**config.mk**
```make
export PLATFORM = sky130hd
export DESIGN_NAME = fpa_panel
export DESIGN_NICKNAME = d
export VERILOG_FILES = /design/src/common/fpa_pkg.sv /design/src/fpa_panel.sv
export VERILOG_INCLUDE_DIRS = /design/src /design/src/common
export SDC_FILE = /design/constraint.sdc
export NUM_CORES = 1
export LEC_CHECK = 0
export ABC_AREA = 1
export BUFFER_PORTS_ARGS = -buffer_cell sky130_fd_sc_hd__buf_2
export CAP_MARGIN = 20
export CORE_ASPECT_RATIO = 0.75
export CORE_MARGIN = 2
export CORE_UTILIZATION = 45
export CTS_CLUSTER_SIZE = 10
export DETAILED_ROUTE_END_ITERATION = 7
export REMOVE_ABC_BUFFERS = 1
export SKIP_LAST_GASP = 1
export SLEW_MARGIN = 40
export SYNTH_ARGS = -nofsm -noshare
export SYNTH_HDL_FRONTEND = slang
export SYNTH_SLANG_ARGS = --single-unit
```
**constraint.sdc**
```tcl
create_clock -name i_clk -period 9 [get_ports i_clk]
set_clock_uncertainty 0.1 [all_clocks]
set_input_delay 2.7 -clock i_clk [delete_from_list [all_inputs] [get_ports i_clk]]
set_output_delay 2.7 -clock i_clk [all_outputs]
set_load 0.01 [all_outputs]
```
**src/common/fpa_consts.svh**
```systemverilog
`ifndef FPA_CONSTS_SVH
`define FPA_CONSTS_SVH

// Clock and time base
`define FPA_CLK_MHZ 50
`define FPA_TICK_US 1000
`define FPA_TICK_CYC (`FPA_CLK_MHZ * `FPA_TICK_US)

// Set-point display and store timeout, seconds
`define FPA_SHOW_S 3
`define FPA_SHOW_TICKS (`FPA_SHOW_S * 1000000 / `FPA_TICK_US)

// Knob rate that forces set-point display with output on
`define FPA_REV_PER_S 2
`define FPA_RATE_TICKS (1000000 / (`FPA_REV_PER_S * `FPA_TICK_US))

// Widths and counts
`define FPA_NUM_CH 4
`define FPA_CNT_W 12
`define FPA_DIV_W 20
`define FPA_STEPS_PER_REV 24

// Adjust indicator colours
`define FPA_LED_OFF 2'h0
`define FPA_LED_GREEN 2'h1
`define FPA_LED_ORANGE 2'h2

`endif

```
**src/common/fpa_pkg.sv**
```systemverilog
`include "fpa_consts.svh"

package fpa_pkg;

  typedef enum logic [1:0] {ADJ_NONE, ADJ_COOLER_CHANNEL, ADJ_LASER_CHANNEL} fpa_adj_t;
  typedef enum logic [1:0] {CM_TEMPERATURE, CM_RESISTANCE, CM_COOLER_CURRENT} fpa_cool_mode_t;
  typedef enum logic [1:0] {LM_CURRENT, LM_POWER, LM_WIDEBAND_DRIVE} fpa_las_mode_t;
  typedef enum logic [1:0] {LV_CURRENT, LV_PHOTODIODE_CURRENT, LV_PHOTODIODE_POWER, LV_VOLTAGE} fpa_las_view_t;

  // One-cycle press and knob events from the panel scanner
  typedef struct packed {
    logic adj_cool;
    logic adj_las;
    logic local_sw;
    logic addr_done;
    logic [`FPA_NUM_CH-1:0] out_sw;
    logic cool_mode_sel;
    logic cool_view;
    fpa_cool_mode_t cool_view_sel;
    logic cool_set;
    logic cool_set_held;
    logic las_mode_chg;
    logic knob;
    logic knob_dir;
  } fpa_keys_t;

  typedef struct packed {
    fpa_adj_t adj;
    logic addr_mode;
    logic [`FPA_NUM_CH-1:0] out_on;
    fpa_cool_mode_t [`FPA_NUM_CH-1:0] cool_mode;
    fpa_cool_mode_t cool_meas;
    fpa_cool_mode_t cool_view_led;
    logic cool_shown;
    logic cool_dirty;
    logic [`FPA_CNT_W-1:0] cool_cnt;
    logic las_shown;
    fpa_las_view_t las_view_led;
    logic [`FPA_CNT_W-1:0] las_cnt;
    logic [`FPA_DIV_W-1:0] div_cnt;
    logic tick;
    logic [`FPA_CNT_W-1:0] rate_cnt;
    logic [7:0] step_cnt;
    logic fast;
    logic [1:0] cool_adj_led;
    logic [1:0] las_adj_led;
    logic save_ok;
    logic nv_store;
    logic cool_step;
    logic las_step;
    logic addr_step;
    logic step_dir;
  } fpa_state_t;

endpackage

```
**src/fpa_panel.sv**
```systemverilog
`timescale 1ns/1ps
`default_nettype none

module fpa_panel
  import fpa_pkg::*;
#(
  parameter int TICK_CYC = `FPA_TICK_CYC,
  parameter int STEPS_PER_REV = `FPA_STEPS_PER_REV
)
(
  // Clock and reset
  input wire logic i_clk,
  input wire logic i_sys_rst,
  // Panel events
  input wire fpa_keys_t i_keys,
  // Context
  input wire logic i_calib,
  input wire logic [1:0] i_chan_sel,
  input wire logic [`FPA_NUM_CH-1:0] i_cool_present,
  input wire logic [`FPA_NUM_CH-1:0] i_las_present,
  input wire fpa_las_mode_t i_las_mode,
  input wire fpa_las_view_t i_las_view,
  // Mode and indicators
  output logic [1:0] o_adj_mode,
  output logic o_addr_mode,
  output logic o_save_recall_en,
  output logic [1:0] o_cool_adj_led,
  output logic [1:0] o_las_adj_led,
  output logic [`FPA_NUM_CH-1:0] o_out_on,
  output logic [`FPA_NUM_CH-1:0] o_out_led,
  output logic [2*`FPA_NUM_CH-1:0] o_cool_mode,
  output logic [1:0] o_cool_view_led,
  output logic o_cool_set_led,
  output logic [1:0] o_las_view_led,
  output logic o_las_set_led,
  // Set-point and storage strobes
  output logic o_cool_step,
  output logic o_las_step,
  output logic o_addr_step,
  output logic o_step_dir,
  output logic o_nv_store
);

  // Parameters the counters cannot serve
  if (TICK_CYC < 1 || TICK_CYC >= (1 << `FPA_DIV_W))
  begin : g_bad_tick
    $error("TICK_CYC out of range");
  end
  if (STEPS_PER_REV < 1 || STEPS_PER_REV > 255)
  begin : g_bad_steps
    $error("STEPS_PER_REV out of range");
  end

  localparam logic [`FPA_DIV_W-1:0] DIV_LAST = `FPA_DIV_W'(TICK_CYC - 1);
  localparam logic [`FPA_CNT_W-1:0] SHOW_TICKS = `FPA_CNT_W'(`FPA_SHOW_TICKS);
  localparam logic [`FPA_CNT_W-1:0] RATE_TICKS = `FPA_CNT_W'(`FPA_RATE_TICKS);
  localparam logic [7:0] STEPS = 8'(STEPS_PER_REV);

  fpa_state_t s_reg;
  fpa_state_t s_next;

  // Set-point view for the laser: photodiode views pair with power mode
  function automatic fpa_las_view_t las_set_view(input fpa_las_mode_t m, input fpa_las_view_t v);
    fpa_las_view_t r;
    r = LV_CURRENT;
    if (m == LM_POWER)
    begin
      r = (v == LV_PHOTODIODE_CURRENT) ? v : LV_PHOTODIODE_POWER;
    end
    return r;
  endfunction

  // Next state of the whole panel
  always_comb
  begin
    logic cool_adj;
    logic las_adj;
    logic fast_now;
    logic cool_restart;
    logic las_restart;
    s_next = s_reg;
    s_next.nv_store = 1'b0;
    s_next.cool_step = 1'b0;
    s_next.las_step = 1'b0;
    s_next.addr_step = 1'b0;
    s_next.tick = 1'b0;
    cool_restart = 1'b0;
    las_restart = 1'b0;
    cool_adj = (s_reg.adj == ADJ_COOLER_CHANNEL) && !s_reg.addr_mode;
    las_adj = (s_reg.adj == ADJ_LASER_CHANNEL) && !s_reg.addr_mode;

    // Millisecond time base from the system clock
    if (s_reg.div_cnt == DIV_LAST)
    begin
      s_next.div_cnt = '0;
      s_next.tick = 1'b1;
    end
    else
    begin
      s_next.div_cnt = s_reg.div_cnt + 1'b1;
    end

    // Address entry takes over the knob; adjust state is left untouched
    if (i_keys.local_sw && !i_calib)
    begin
      s_next.addr_mode = 1'b1;
    end
    else if (i_keys.addr_done)
    begin
      s_next.addr_mode = 1'b0;
    end

    // Adjust switches; ignored while address entry holds precedence
    if (!s_reg.addr_mode && i_keys.adj_cool && i_cool_present[i_chan_sel])
    begin
      s_next.adj = (s_reg.adj == ADJ_COOLER_CHANNEL) ? ADJ_NONE : ADJ_COOLER_CHANNEL;
    end
    else if (!s_reg.addr_mode && i_keys.adj_las && i_las_present[i_chan_sel])
    begin
      s_next.adj = (s_reg.adj == ADJ_LASER_CHANNEL) ? ADJ_NONE : ADJ_LASER_CHANNEL;
    end

    // Output toggles, then mode changes force the channel off
    s_next.out_on = s_reg.out_on ^ i_keys.out_sw;
    if (cool_adj && i_keys.cool_mode_sel)
    begin
      unique case (s_reg.cool_mode[i_chan_sel])
        CM_TEMPERATURE: s_next.cool_mode[i_chan_sel] = CM_RESISTANCE;
        CM_RESISTANCE: s_next.cool_mode[i_chan_sel] = CM_COOLER_CURRENT;
        default: s_next.cool_mode[i_chan_sel] = CM_TEMPERATURE;
      endcase
      s_next.out_on[i_chan_sel] = 1'b0;
    end
    if (i_keys.las_mode_chg)
    begin
      s_next.out_on[i_chan_sel] = 1'b0;
    end

    // Knob rate over a half-second window (one revolution at 2 rev/s)
    fast_now = s_reg.fast || (i_keys.knob && (s_reg.step_cnt >= STEPS - 8'h01));
    if (s_reg.tick && (s_reg.rate_cnt >= RATE_TICKS - 1'b1))
    begin
      s_next.rate_cnt = '0;
      s_next.fast = s_reg.step_cnt >= STEPS;
      s_next.step_cnt = {7'h00, i_keys.knob};
    end
    else
    begin
      if (s_reg.tick)
      begin
        s_next.rate_cnt = s_reg.rate_cnt + 1'b1;
      end
      if (i_keys.knob && s_reg.step_cnt != 8'hff)
      begin
        s_next.step_cnt = s_reg.step_cnt + 8'h01;
      end
    end

    // Knob routing
    if (i_keys.knob)
    begin
      s_next.step_dir = i_keys.knob_dir;
      if (s_reg.addr_mode)
      begin
        s_next.addr_step = 1'b1;
      end
      else if (cool_adj)
      begin
        s_next.cool_shown = 1'b1;
        s_next.cool_step = 1'b1;
        s_next.cool_dirty = 1'b1;
        cool_restart = 1'b1;
      end
      else if (las_adj)
      begin
        s_next.las_step = 1'b1;
        if (s_reg.las_shown)
        begin
          las_restart = 1'b1;
        end
        else if (i_las_view != LV_VOLTAGE && (!s_reg.out_on[i_chan_sel] || fast_now))
        begin
          s_next.las_shown = 1'b1;
          las_restart = 1'b1;
        end
      end
    end

    // Cooler display switches
    if (i_keys.cool_view)
    begin
      s_next.cool_meas = i_keys.cool_view_sel;
      s_next.cool_shown = 1'b0;
      if (s_next.cool_dirty) // A knob step in the same cycle is stored too
      begin
        s_next.nv_store = 1'b1;
        s_next.cool_dirty = 1'b0;
      end
    end
    else if (i_keys.cool_set || (s_reg.cool_shown && i_keys.cool_set_held))
    begin
      s_next.cool_shown = 1'b1;
      cool_restart = 1'b1;
    end

    // Cooler set-point timeout: store if dirty, back to the measurement in the same cycle
    if (cool_restart)
    begin
      s_next.cool_cnt = SHOW_TICKS;
    end
    else if (s_reg.cool_shown && s_reg.tick)
    begin
      if (s_reg.cool_cnt <= 1)
      begin
        s_next.cool_cnt = '0;
        s_next.cool_shown = 1'b0;
        s_next.nv_store = s_reg.cool_dirty;
        s_next.cool_dirty = 1'b0;
      end
      else
      begin
        s_next.cool_cnt = s_reg.cool_cnt - 1'b1;
      end
    end

    // Laser set-point timeout
    if (las_restart)
    begin
      s_next.las_cnt = SHOW_TICKS;
    end
    else if (s_reg.las_shown && s_reg.tick)
    begin
      if (s_reg.las_cnt <= 1)
      begin
        s_next.las_cnt = '0;
        s_next.las_shown = 1'b0;
      end
      else
      begin
        s_next.las_cnt = s_reg.las_cnt - 1'b1;
      end
    end

    // Indicators registered so every output leaves a flop
    s_next.cool_view_led = s_next.cool_shown ? s_next.cool_mode[i_chan_sel] : s_next.cool_meas;
    s_next.las_view_led = s_next.las_shown ? las_set_view(i_las_mode, i_las_view) : i_las_view;
    s_next.save_ok = (s_next.adj == ADJ_NONE);
    s_next.cool_adj_led = !i_cool_present[i_chan_sel] ? `FPA_LED_OFF :
      (s_next.adj == ADJ_COOLER_CHANNEL) ? `FPA_LED_ORANGE : `FPA_LED_GREEN;
    s_next.las_adj_led = !i_las_present[i_chan_sel] ? `FPA_LED_OFF :
      (s_next.adj == ADJ_LASER_CHANNEL) ? `FPA_LED_ORANGE : `FPA_LED_GREEN;
  end

  // Panel state register; outputs off at power-up
  always_ff @(posedge i_clk or posedge i_sys_rst)
  begin
    if (i_sys_rst)
    begin
      s_reg <= '0;
      s_reg.save_ok <= 1'b1;
    end
    else
    begin
      s_reg <= s_next;
    end
  end

  // Outputs straight from the state register
  assign o_adj_mode = s_reg.adj;
  assign o_addr_mode = s_reg.addr_mode;
  assign o_save_recall_en = s_reg.save_ok;
  assign o_cool_adj_led = s_reg.cool_adj_led;
  assign o_las_adj_led = s_reg.las_adj_led;
  assign o_out_on = s_reg.out_on;
  assign o_out_led = s_reg.out_on;
  assign o_cool_mode = s_reg.cool_mode;
  assign o_cool_view_led = s_reg.cool_view_led;
  assign o_cool_set_led = s_reg.cool_shown;
  assign o_las_view_led = s_reg.las_view_led;
  assign o_las_set_led = s_reg.las_shown;
  assign o_cool_step = s_reg.cool_step;
  assign o_las_step = s_reg.las_step;
  assign o_addr_step = s_reg.addr_step;
  assign o_step_dir = s_reg.step_dir;
  assign o_nv_store = s_reg.nv_store;

endmodule

`default_nettype wire

```
==> results of run 1 <==
routing by layer:
layer  up-vias  wire length [um]  global-route usage [%]
met5         -                 0                       0
met4         0               167                    5.13
met3        12               530                    4.42
met2        81              5290                    30.2
met1      2098              5870                    27.0
li1       2276                 -                       -
cell type report:
| type | count | area share [%] |
|---|---|---|
| timing repair buffer | 69 | 5.61 |
| multi-input combinational | 455 | 38.8 |
| tap | 166 | 3.31 |
| inverter | 113 | 6.80 |
| clock buffer | 12 | 4.09 |
| sequential | 100 | 39.9 |
| clock inverter | 4 | 1.52 |
cell usage in the layout (no fill, tap or decap), types with 2 or more instances in the layout:
cell / count
sky130_fd_sc_hd__nor3_1: 18
sky130_fd_sc_hd__and2_1: 9
sky130_fd_sc_hd__buf_2: 68
sky130_fd_sc_hd__dfrtp_1: 99
sky130_fd_sc_hd__inv_2: 9
sky130_fd_sc_hd__or2_2: 6
sky130_fd_sc_hd__bufinv_16: 3
sky130_fd_sc_hd__nand2_2: 6
sky130_fd_sc_hd__nor2_2: 3
sky130_fd_sc_hd__o21ai_0: 25
sky130_fd_sc_hd__nand2_4: 2
sky130_fd_sc_hd__clkbuf_16: 9
sky130_fd_sc_hd__xnor2_1: 7
sky130_fd_sc_hd__inv_1: 102
sky130_fd_sc_hd__nand3_2: 5
sky130_fd_sc_hd__nor4_1: 2
sky130_fd_sc_hd__nor2_4: 5
sky130_fd_sc_hd__xor2_1: 29
sky130_fd_sc_hd__clkbuf_8: 2
sky130_fd_sc_hd__a21oi_1: 22
sky130_fd_sc_hd__ha_1: 8
sky130_fd_sc_hd__o211ai_1: 4
sky130_fd_sc_hd__nand4_1: 16
sky130_fd_sc_hd__nand2_1: 165
sky130_fd_sc_hd__nor2_1: 60
sky130_fd_sc_hd__o22ai_1: 2
sky130_fd_sc_hd__nor3_2: 4
sky130_fd_sc_hd__nand3_1: 45
worst min-delay path, cell delays in order, from the launching register on:
cell,delay [ps]
sky130_fd_sc_hd__dfrtp_1,340
sky130_fd_sc_hd__nand2_1,50
sky130_fd_sc_hd__nand2_1,50
worst paths after layout:
kind / startpoint / to / slack, ps
setup / recovery: i_chan_sel[0] / o_las_adj_led[0] / 5070
hold / removal: o_step_dir / o_step_dir / 370
setup reg to reg: s_reg[19] / s_reg[25] / 6900
hold reg to reg: o_step_dir / o_step_dir / 370
max in group asynchronous: i_sys_rst / s_reg[41] / 5580
min in group asynchronous: i_sys_rst / s_reg[47] / 2280
stage by stage:
| step | power (mW) | setup WS (ps) | hold slack [ps] | util, % | area [um2] |
|---|---|---|---|---|---|
| 6_report | 1.26 | 5070 | 371 | 51.3 | 6270 |
| 5_1_grt | 1.33 | 4920 | 408 | 51.3 | 6270 |
| 4_1_cts | 1.28 | 5080 | 378 | 51.3 | 6270 |
| 3_5_place_dp | 0.818 | 4730 | 362 | 48.4 | 5920 |
| 3_3_place_gp | 0.814 | 4820 | 367 | 48.4 | 5920 |
| 2_1_floorplan | 0.713 | 3580 | 355 | - | 5360 |
cell families (layout without fill, tap and decap cells):
kind of cell	Yosys count	in the layout
buffers and inverters	144	198
DFF	100	100
adders and majority gates	8	8
and+or+nand+nor	354	354
xor gates and xnor gates	36	36
AOI/OAI and AO/OA	57	57
where the power goes:
group	leakage, nW	internal [mW]	total, mW	switching [mW]
Sequential	1.23	0.502	0.553	0.0507
Combinational	1.89	0.101	0.258	0.156
Clock	0.173	0.287	0.448	0.162
Total	3.29	0.890	1.26	0.369
==> run metrics, run 1 <==
status finished, final reports clean; Buffers & Inverters on Critical Path 2; Diodes inserted 0; number of vias after detailed routing 4467; Yosys warnings 0; number of remaining DRC errors 0; Post-synth ARST share 100%; depth of the worst register-to-register path 6; upper clock frequency limit 0.254 GHz; most frequent cells after synthesis sky130_fd_sc_hd__nand2_1, sky130_fd_sc_hd__inv_1, sky130_fd_sc_hd__dfrtp_1; Cell Count, Final, Fillers Out 919; post-detail-place hpwl 8970 um; number of antenna violations at the first check in global routing 0; CTS HTree Levels 3; share of synthesized area occupied by flip-flops and latches 44.7%; I/O pins 69; syn_area_per_cell 8.01 um2; worst stage delay on the critical path 300 ps; type of the most critical hold path flop to flop; die height 101 um; WL/cell 12.9 um; Post-CTS Hold Buffers 0; final WL 11900 um; synthesis-to-finish area growth 12.1%; maxcap violations 0; Synth Area in Simple Gates 30.4%; first-pass GRT wire length 20600 um; Arrival @ worst endpoint 4060 ps; # placed instances 903; total core area 12200 um2; setup tns final 0 ps; Setup violations, final 0; xor-xnor portion of the synthesized cell area 5.63%; total setup buffers inserted after CTS 0; CTS sink count 100; Adder-Cell Fraction of Synth Area 1.79%; Top cell by count, worst path sky130_fd_sc_hd__nand2_1; area of the multi-input gates 2430 um2; layout cell share with drive strength beyond 1 17.8%; via-per-instance ratio 4.86; Period Utilization, post-route 43.7%; number of buffers added on ports 68; worst hold path depth 2; clock slew seen by the registers of the worst setup and hold paths 60 ps; area of the die 13400 um2; width of the die 133 um; power density relative to cell area 201 nW/um2; post-synthesis compound-gate area fraction 5.59%; endpoint type of the worst setup path flop; Fin. Hold Viols 0; number of flops mapped to enable cells by yosys 0; Filler cells 1149; Max Root-Sink Buffers 2; Least-Margin Pin Slew 588 ps; pin count of the biggest net entering global routing 65; final critical path time including I/O delays and setup 3930 ps; TritonCTS clock tree done; slowest stage cell on the critical path sky130_fd_sc_hd__buf_2; max FFs per register 69; top post-synthesis cells by area sky130_fd_sc_hd__dfrtp_1, sky130_fd_sc_hd__nand2_1, sky130_fd_sc_hd__inv_1, sky130_fd_sc_hd__xor2_1, sky130_fd_sc_hd__nand3_1; synthesized instance count 699; gpl congestion 0.878; number of stages on the worst setup path 10; Leak Pwr 3.29 nW; main combinational cell family by area after synthesis simple AND/OR/NAND/NOR gates; required time of the critical path 9130 ps; count of nets after finishing 790; multiplexer fraction of the synthesized cell area 0%; Synth Flop Type sky130_fd_sc_hd__dfrtp_1; clock insertion delay at the later pin of the skew report 340 ps; aggregate global routing overflow 0; startpoint kind of the worst setup timing path primary input; FF/Latch Area 2500 um2; normalized max-slew margin 60.8%; startpoint-to-endpoint class of the critical path primary input to flop; RSZ-0062 raised after global routing false; cell at the root of the clock tree sky130_fd_sc_hd__clkbuf_16; number of core rows 35; number of library cell types mapped by synthesis 42; Post-Synthesis Cell Area 5600 um2; Yosys reg bits 100; top-count cell post-synth sky130_fd_sc_hd__nand2_1; drt first-iter violations 272; most area-hungry cell type in the Yosys netlist sky130_fd_sc_hd__dfrtp_1; worst-case vdd ir drop 0.000123 V; share of Yosys cell area claimed by the top area cell type 44.3%; initial standard-cell utilization of the core 45.8%; final antenna-violating net count 0; total track usage 19.2%; critical path cell sequence buf_2 > inv_2 > nor2_2 > a22oi_2 > nand2_1 > nand2_1 > nand2_1 > nand3_2 > nor2_1 > nor2_1; highest net fanout along the worst path 12; first-pass iteration count of the detailed router 4; vias in the first global route 4358; number of buffers added by the clock tree synthesis step 9; number of cells upsized or downsized after cts 0; Crit path max-delay family simple AND/OR/NAND/NOR gates; number of max-slew violations in the final report 0
Note: power is estimated with default switching activity, not from simulation.
==> inputs of run 2 (changes only) <==
Settings changed: ABC_AREA 1 to 0, PLACE_DENSITY set to 0.67.
Clock period 9 ns to 3.6 ns, I/O delays scaled along.
==> run metrics, run 2 <==
number of buffers added on ports 68; syn_area_per_cell 10.2 um2; proportion of power drawn by flip-flops and latches 48.2%; TritonCTS clock tree done; Post-CTS Hold Buffers 0; normalized max-slew margin 54.7%; Fin. Hold Viols 0; Yosys warnings 0; count of nets after finishing 594; highest net fanout along the worst path 16; total core area 11100 um2; max FFs per register 69; clock power share 29.7%; endpoint type of the worst setup path flop; worst slack on hold paths 386 ps; layout cell share with drive strength beyond 1 21.2%; Setup violations, final 0; top post-synthesis cells by area sky130_fd_sc_hd__dfrtp_1, sky130_fd_sc_hd__buf_4, sky130_fd_sc_hd__xnor2_1, sky130_fd_sc_hd__nor2_1, sky130_fd_sc_hd__nand2_1; most frequent cells in the layout sky130_fd_sc_hd__dfrtp_1, sky130_fd_sc_hd__buf_2, sky130_fd_sc_hd__nor2_1; Post-Synthesis Cell Area 5190 um2; most frequent cells after synthesis sky130_fd_sc_hd__dfrtp_1, sky130_fd_sc_hd__nor2_1, sky130_fd_sc_hd__nand2_1; Yosys reg bits 100; portion of total power attributed to combinational logic 22.1%; Util after Layout 52.2%; I/O pins 69; maxcap violations 0; cell at the root of the clock tree sky130_fd_sc_hd__clkbuf_16; final critical path time including I/O delays and setup 2700 ps; first-pass iteration count of the detailed router 4; via-per-instance ratio 5.47; final antenna-violating net count 0; number of buffers added by the clock tree synthesis step 9; Net Sw Power 950 uW; fraction of power spent switching nets 31.3%; post-synthesis compound-gate area fraction 10.0%; critical path cell sequence buf_2 > mux4_2 > o211ai_1 > a21boi_1 > a22o_1 > a21oi_1; synthesis-to-finish area growth 11.2%; vias in the first global route 3718; clock slew seen by the registers of the worst setup and hold paths 70 ps; Least-Margin Pin Slew 678 ps; number of core rows 33; Arrival @ worst endpoint 2820 ps; cell internal power dissipation 2.09 mW; share of synthesized area occupied by flip-flops and latches 48.2%; multiplexer fraction of the synthesized cell area 5.79%; number of flops mapped to enable cells by yosys 0; Leak Pwr 2.52 nW; post-detail-place hpwl 7820 um; width of the die 128 um; Synth Area in Simple Gates 21.3%; drt first-iter violations 229; worst-case vdd ir drop 0.000303 V; main combinational cell family by area after synthesis simple AND/OR/NAND/NOR gates; startpoint-to-endpoint class of the critical path primary input to flop; Crit path max-delay family compound AO/OA/AOI/OAI gates; power density relative to cell area 527 nW/um2; type of the most critical hold path flop to flop; aggregate global routing overflow 0; WL/cell 15.3 um; initial standard-cell utilization of the core 46.9%; top-count cell post-synth sky130_fd_sc_hd__dfrtp_1; Period Utilization, post-route 74.9%; number of vias after detailed routing 3805; number of antenna violations at the first check in global routing 0; number of remaining DRC errors 0; upper clock frequency limit 0.371 GHz; pin count of the biggest net entering global routing 53; xor-xnor portion of the synthesized cell area 6.41%; worst stage delay on the critical path 570 ps; number of cells upsized or downsized after cts 0; most area-hungry cell type in the Yosys netlist sky130_fd_sc_hd__dfrtp_1; slowest stage cell on the critical path sky130_fd_sc_hd__mux4_2; number of max-slew violations in the final report 0; status finished, final reports clean; most common cell after layout, fill and taps aside sky130_fd_sc_hd__dfrtp_1; CTS sink count 100; number of library cell types mapped by synthesis 68; Diodes inserted 0; startpoint kind of the worst setup timing path primary input; first-pass GRT wire length 18200 um; clock insertion delay at the later pin of the skew report 350 ps; area of the die 12400 um2; die height 97.0 um; synthesized instance count 508; Adder-Cell Fraction of Synth Area 1.93%; total setup buffers inserted after CTS 0; Max Root-Sink Buffers 2; gpl congestion 0.849; CTS HTree Levels 3; Post-synth ARST share 100%; Synth Flop Type sky130_fd_sc_hd__dfrtp_1; RSZ-0062 raised after global routing false; share of Yosys cell area claimed by the top area cell type 47.7%; total track usage 18.3%; required time of the critical path 3720 ps; final WL 10600 um; Buffers & Inverters on Critical Path 1
run 2: cell count changes after synthesis, moves of 7 or more:
cell,change
sky130_fd_sc_hd__xor2_1,-15
sky130_fd_sc_hd__nand3_1,-26
sky130_fd_sc_hd__nor2_1,-7
sky130_fd_sc_hd__o21ai_1,+11
sky130_fd_sc_hd__mux2_2,+10
sky130_fd_sc_hd__nand2_1,-132
sky130_fd_sc_hd__inv_2,-8
sky130_fd_sc_hd__o21ai_0,-12
sky130_fd_sc_hd__nand4_1,-8
sky130_fd_sc_hd__xnor2_1,+17
sky130_fd_sc_hd__inv_1,-85
run 2: power groups by stage:
stage | Sequential [mW] | Clock, mW | Combinational [mW]
2_1_floorplan | 1.51 | 0 | 0.360
3_3_place_gp | 1.48 | 0 | 0.660
3_5_place_dp | 1.48 | 0 | 0.676
4_1_cts | 1.46 | 0.931 | 0.679
5_1_grt | 1.49 | 0.971 | 0.746
6_report | 1.46 | 0.903 | 0.673
run 2: routing by layer:
layer	vias up	global-route usage, %	wire length [um]
met1	1852	27.1	5380
met5	-	0	0
met4	0	5.24	129
met2	78	26.6	4680
met3	10	4.37	431
li1	1865	-	-
run 2: logic make-up (layout without fill, tap and decap cells):
logic type,Yosys count,count (layout)
simple gates,199,199
compound gates,82,82
flops,100,100
xor+xnor,38,38
buf+inv,57,105
mux,24,24
fa+ha+maj,8,8
run 2: cell type report:
class / instances / area (um2)
multi-input combinational: 351 / 2370
clock buffer: 10 / 239
tap: 140 / 175
clock inverter: 5 / 37.5
fill: 988 / 5290
inverter: 19 / 73.8
sequential: 100 / 2500
timing repair buffer: 71 / 375
run 2: final timing paths:
kind | from | endpoint | slack (ps) | cells past startpoint
hold / removal | s_reg[32] | s_reg[32] | 390 | 1
setup / recovery | i_chan_sel[0] | o_las_view_led[0] | 900 | 6
max in group asynchronous | i_sys_rst | s_reg[56] | 1980 | 3
hold reg to reg | s_reg[32] | s_reg[32] | 390 | 1
min in group asynchronous | i_sys_rst | s_reg[84] | 740 | 2
setup reg to reg | s_reg[19] | s_reg[11] | 1200 | 6
run 2: per-stage QoR:
stage / worst slack (ps) / total power, mW / setup TNS, ps / instance area, um2 / std cells
final: 903 / 3.04 / 0 / 5770 / 696
after global routing: 848 / 3.21 / 0 / 5770 / 696
after CTS: 941 / 3.07 / 0 / 5770 / 696
after detailed placement: 574 / 2.16 / 0 / 5500 / 681
after global placement: 627 / 2.14 / 0 / 5490 / 681
after floorplan: -197 / 1.87 / -19520 / 4930 / 470
==> inputs of run 3 (changes only) <==
Settings changed: ABC_AREA 0 to 1.
Clock period 3.6 ns to 2.17 ns, I/O delays scaled along.
==> run metrics, run 3 (same netlist as run 1, synthesis figures left out) <==
CTS HTree Levels 3; drt first-iter violations 285; total setup buffers inserted after CTS 0; cell at the root of the clock tree sky130_fd_sc_hd__clkbuf_16; area of the die 13400 um2; maxcap violations 0; normalized max-slew margin 70.7%; post-detail-place hpwl 9020 um; Power, Total 4.89 mW; depth of the worst register-to-register path 12; Setup violations, final 0; pin count of the biggest net entering global routing 39; Net Sw Power 1.56 mW; max FFs per register 69; type of the most critical hold path primary input to asynchronous set/reset pin; Diodes inserted 0; number of max-slew violations in the final report 0; total track usage 19.3%; Cell Count, Final, Fillers Out 930; final WL 11900 um; fraction of power spent switching nets 32.0%; highest net fanout along the worst path 4; TritonCTS clock tree done; proportion of power drawn by flip-flops and latches 46.8%; Buffers & Inverters on Critical Path 4; startpoint-to-endpoint class of the critical path flop to flop; Period Utilization, post-route 89.5%; status finished, final reports clean; Crit path max-delay family simple AND/OR/NAND/NOR gates; upper clock frequency limit 0.515 GHz; vias in the first global route 4521; slowest stage cell on the critical path sky130_fd_sc_hd__dfrtp_1; Post-CTS Hold Buffers 0; worst stage delay on the critical path 410 ps; die height 101 um; cell internal power dissipation 3.32 mW; number of buffers added on ports 68; via-per-instance ratio 4.90; Max Root-Sink Buffers 2; required time of the critical path 2310 ps; final antenna-violating net count 0; synthesis-to-finish area growth 12.5%; number of remaining DRC errors 0; layout cell share with drive strength beyond 1 19.0%; endpoint of the most critical register-to-register path o_cool_view_led[1]; clock power share 30.7%; Arrival @ worst endpoint 2080 ps; worst slack on hold paths 146 ps; number of antenna violations at the first check in global routing 0; WL/cell 12.8 um; most frequent cells in the layout sky130_fd_sc_hd__nand2_1, sky130_fd_sc_hd__inv_1, sky130_fd_sc_hd__dfrtp_1; I/O pins 69; RSZ-0062 raised after global routing false; width of the die 133 um; portion of total power attributed to combinational logic 22.5%; endpoint type of the worst setup path flop; Reg-to-Reg Start o_adj_mode[1]; Leak Pwr 3.31 nW; Fin. Hold Viols 0; critical path cell sequence inv_1 > nand2_1 > inv_1 > nand3_1 > inv_1 > nand2_1 > inv_1 > nand2_1 > nand3_1 > nand2_1 > nor2_1 > nor2_1; total core area 12200 um2; final critical path time including I/O delays and setup 1940 ps; aggregate global routing overflow 0; CTS sink count 100; clock insertion delay at the later pin of the skew report 350 ps; register-to-register path setup slack 230 ps; first-pass iteration count of the detailed router 5; worst-case vdd ir drop 0.000397 V; most common cell after layout, fill and taps aside sky130_fd_sc_hd__nand2_1; startpoint kind of the worst setup timing path flop; gpl congestion 0.907; number of core rows 35; first-pass GRT wire length 20800 um; # placed instances 914; clock slew seen by the registers of the worst setup and hold paths 70 ps; count of nets after finishing 801; initial standard-cell utilization of the core 45.8%; number of cells upsized or downsized after cts 0; power density relative to cell area 776 nW/um2; Least-Margin Pin Slew 435 ps; number of buffers added by the clock tree synthesis step 9; number of vias after detailed routing 4553
## run 3: changes by cell type in the layout (fill, tap and decap cells not counted), sizes merged, moves of 9 or more
cell / change
nand4: +9
nor2: +15
inv: +92
xnor2: -17
buf: +9
mux2: -15
xor2: +15
nand2: +140
nand3: +32
## run 3: worst reg2reg max path, cell delays in order (launching register included)
cell and delay [ps]:
sky130_fd_sc_hd__dfrtp_1 410, sky130_fd_sc_hd__inv_1 140, sky130_fd_sc_hd__nand2_1 110, sky130_fd_sc_hd__inv_1 100, sky130_fd_sc_hd__nand3_1 200, sky130_fd_sc_hd__inv_1 210
sky130_fd_sc_hd__nand2_1 110, sky130_fd_sc_hd__inv_1 90, sky130_fd_sc_hd__nand2_1 60, sky130_fd_sc_hd__nand3_1 70, sky130_fd_sc_hd__nand2_1 50, sky130_fd_sc_hd__nor2_1 120
sky130_fd_sc_hd__nor2_1 60
## run 3: stage by stage
stage | util [%] | setup WS (ps) | instance area, um2 | setup TNS, ps
finish | 51.5 | 228 | 6290 | 0
global route | 51.5 | 17.7 | 6290 | 0
CTS | 51.5 | 236 | 6290 | 0
detailed placement | 49.3 | 12.7 | 6020 | 0
global placement | 49.3 | 5.51 | 6020 | 0
floorplan | - | -1200 | 5360 | -119130
## run 3: how the worst max path moves through the flow
stage | from | endpoint | slack [ps] | cells past startpoint
2_1_floorplan | i_sys_rst | o_addr_mode | -1200 | 1
3_3_place_gp | i_keys[1] | o_cool_view_led[0] | 6 | 11
3_5_place_dp | i_keys[1] | o_cool_view_led[0] | 10 | 11
4_1_cts | s_reg[67] | o_cool_view_led[0] | 240 | 11
5_1_grt | s_reg[67] | o_cool_view_led[1] | 20 | 10
6_report | o_adj_mode[1] | o_cool_view_led[1] | 230 | 12
## run 3: final cells by class
cell class                      count  area [um2]
Fill cell                        1145        5920
Inverter                          113         427
Clock buffer                       11         243
Clock inverter                      5        27.5
Timing Repair Buffer               80         455
Tap cell                          166         208
Sequential cell                   100        2500
Multi-Input combinational cell    455        2430
## run 3: layer usage
metal | track usage [%] | vias up | share of wire (%)
li1 | - | 2286 | -
met1 | 25.9 | 2153 | 49
met2 | 31.4 | 93 | 46
met3 | 4.22 | 21 | 4.5
met4 | 6.04 | 0 | 1.4
met5 | 0 | - | 0
## run 3: power groups by stage
stage	logic, mW	clock network, mW	registers, mW
after floorplan	0.591	0	2.36
after global placement	1.08	0	2.31
after detailed placement	1.10	0	2.32
after CTS	1.11	1.54	2.28
after global routing	1.23	1.62	2.31
final	1.10	1.50	2.29
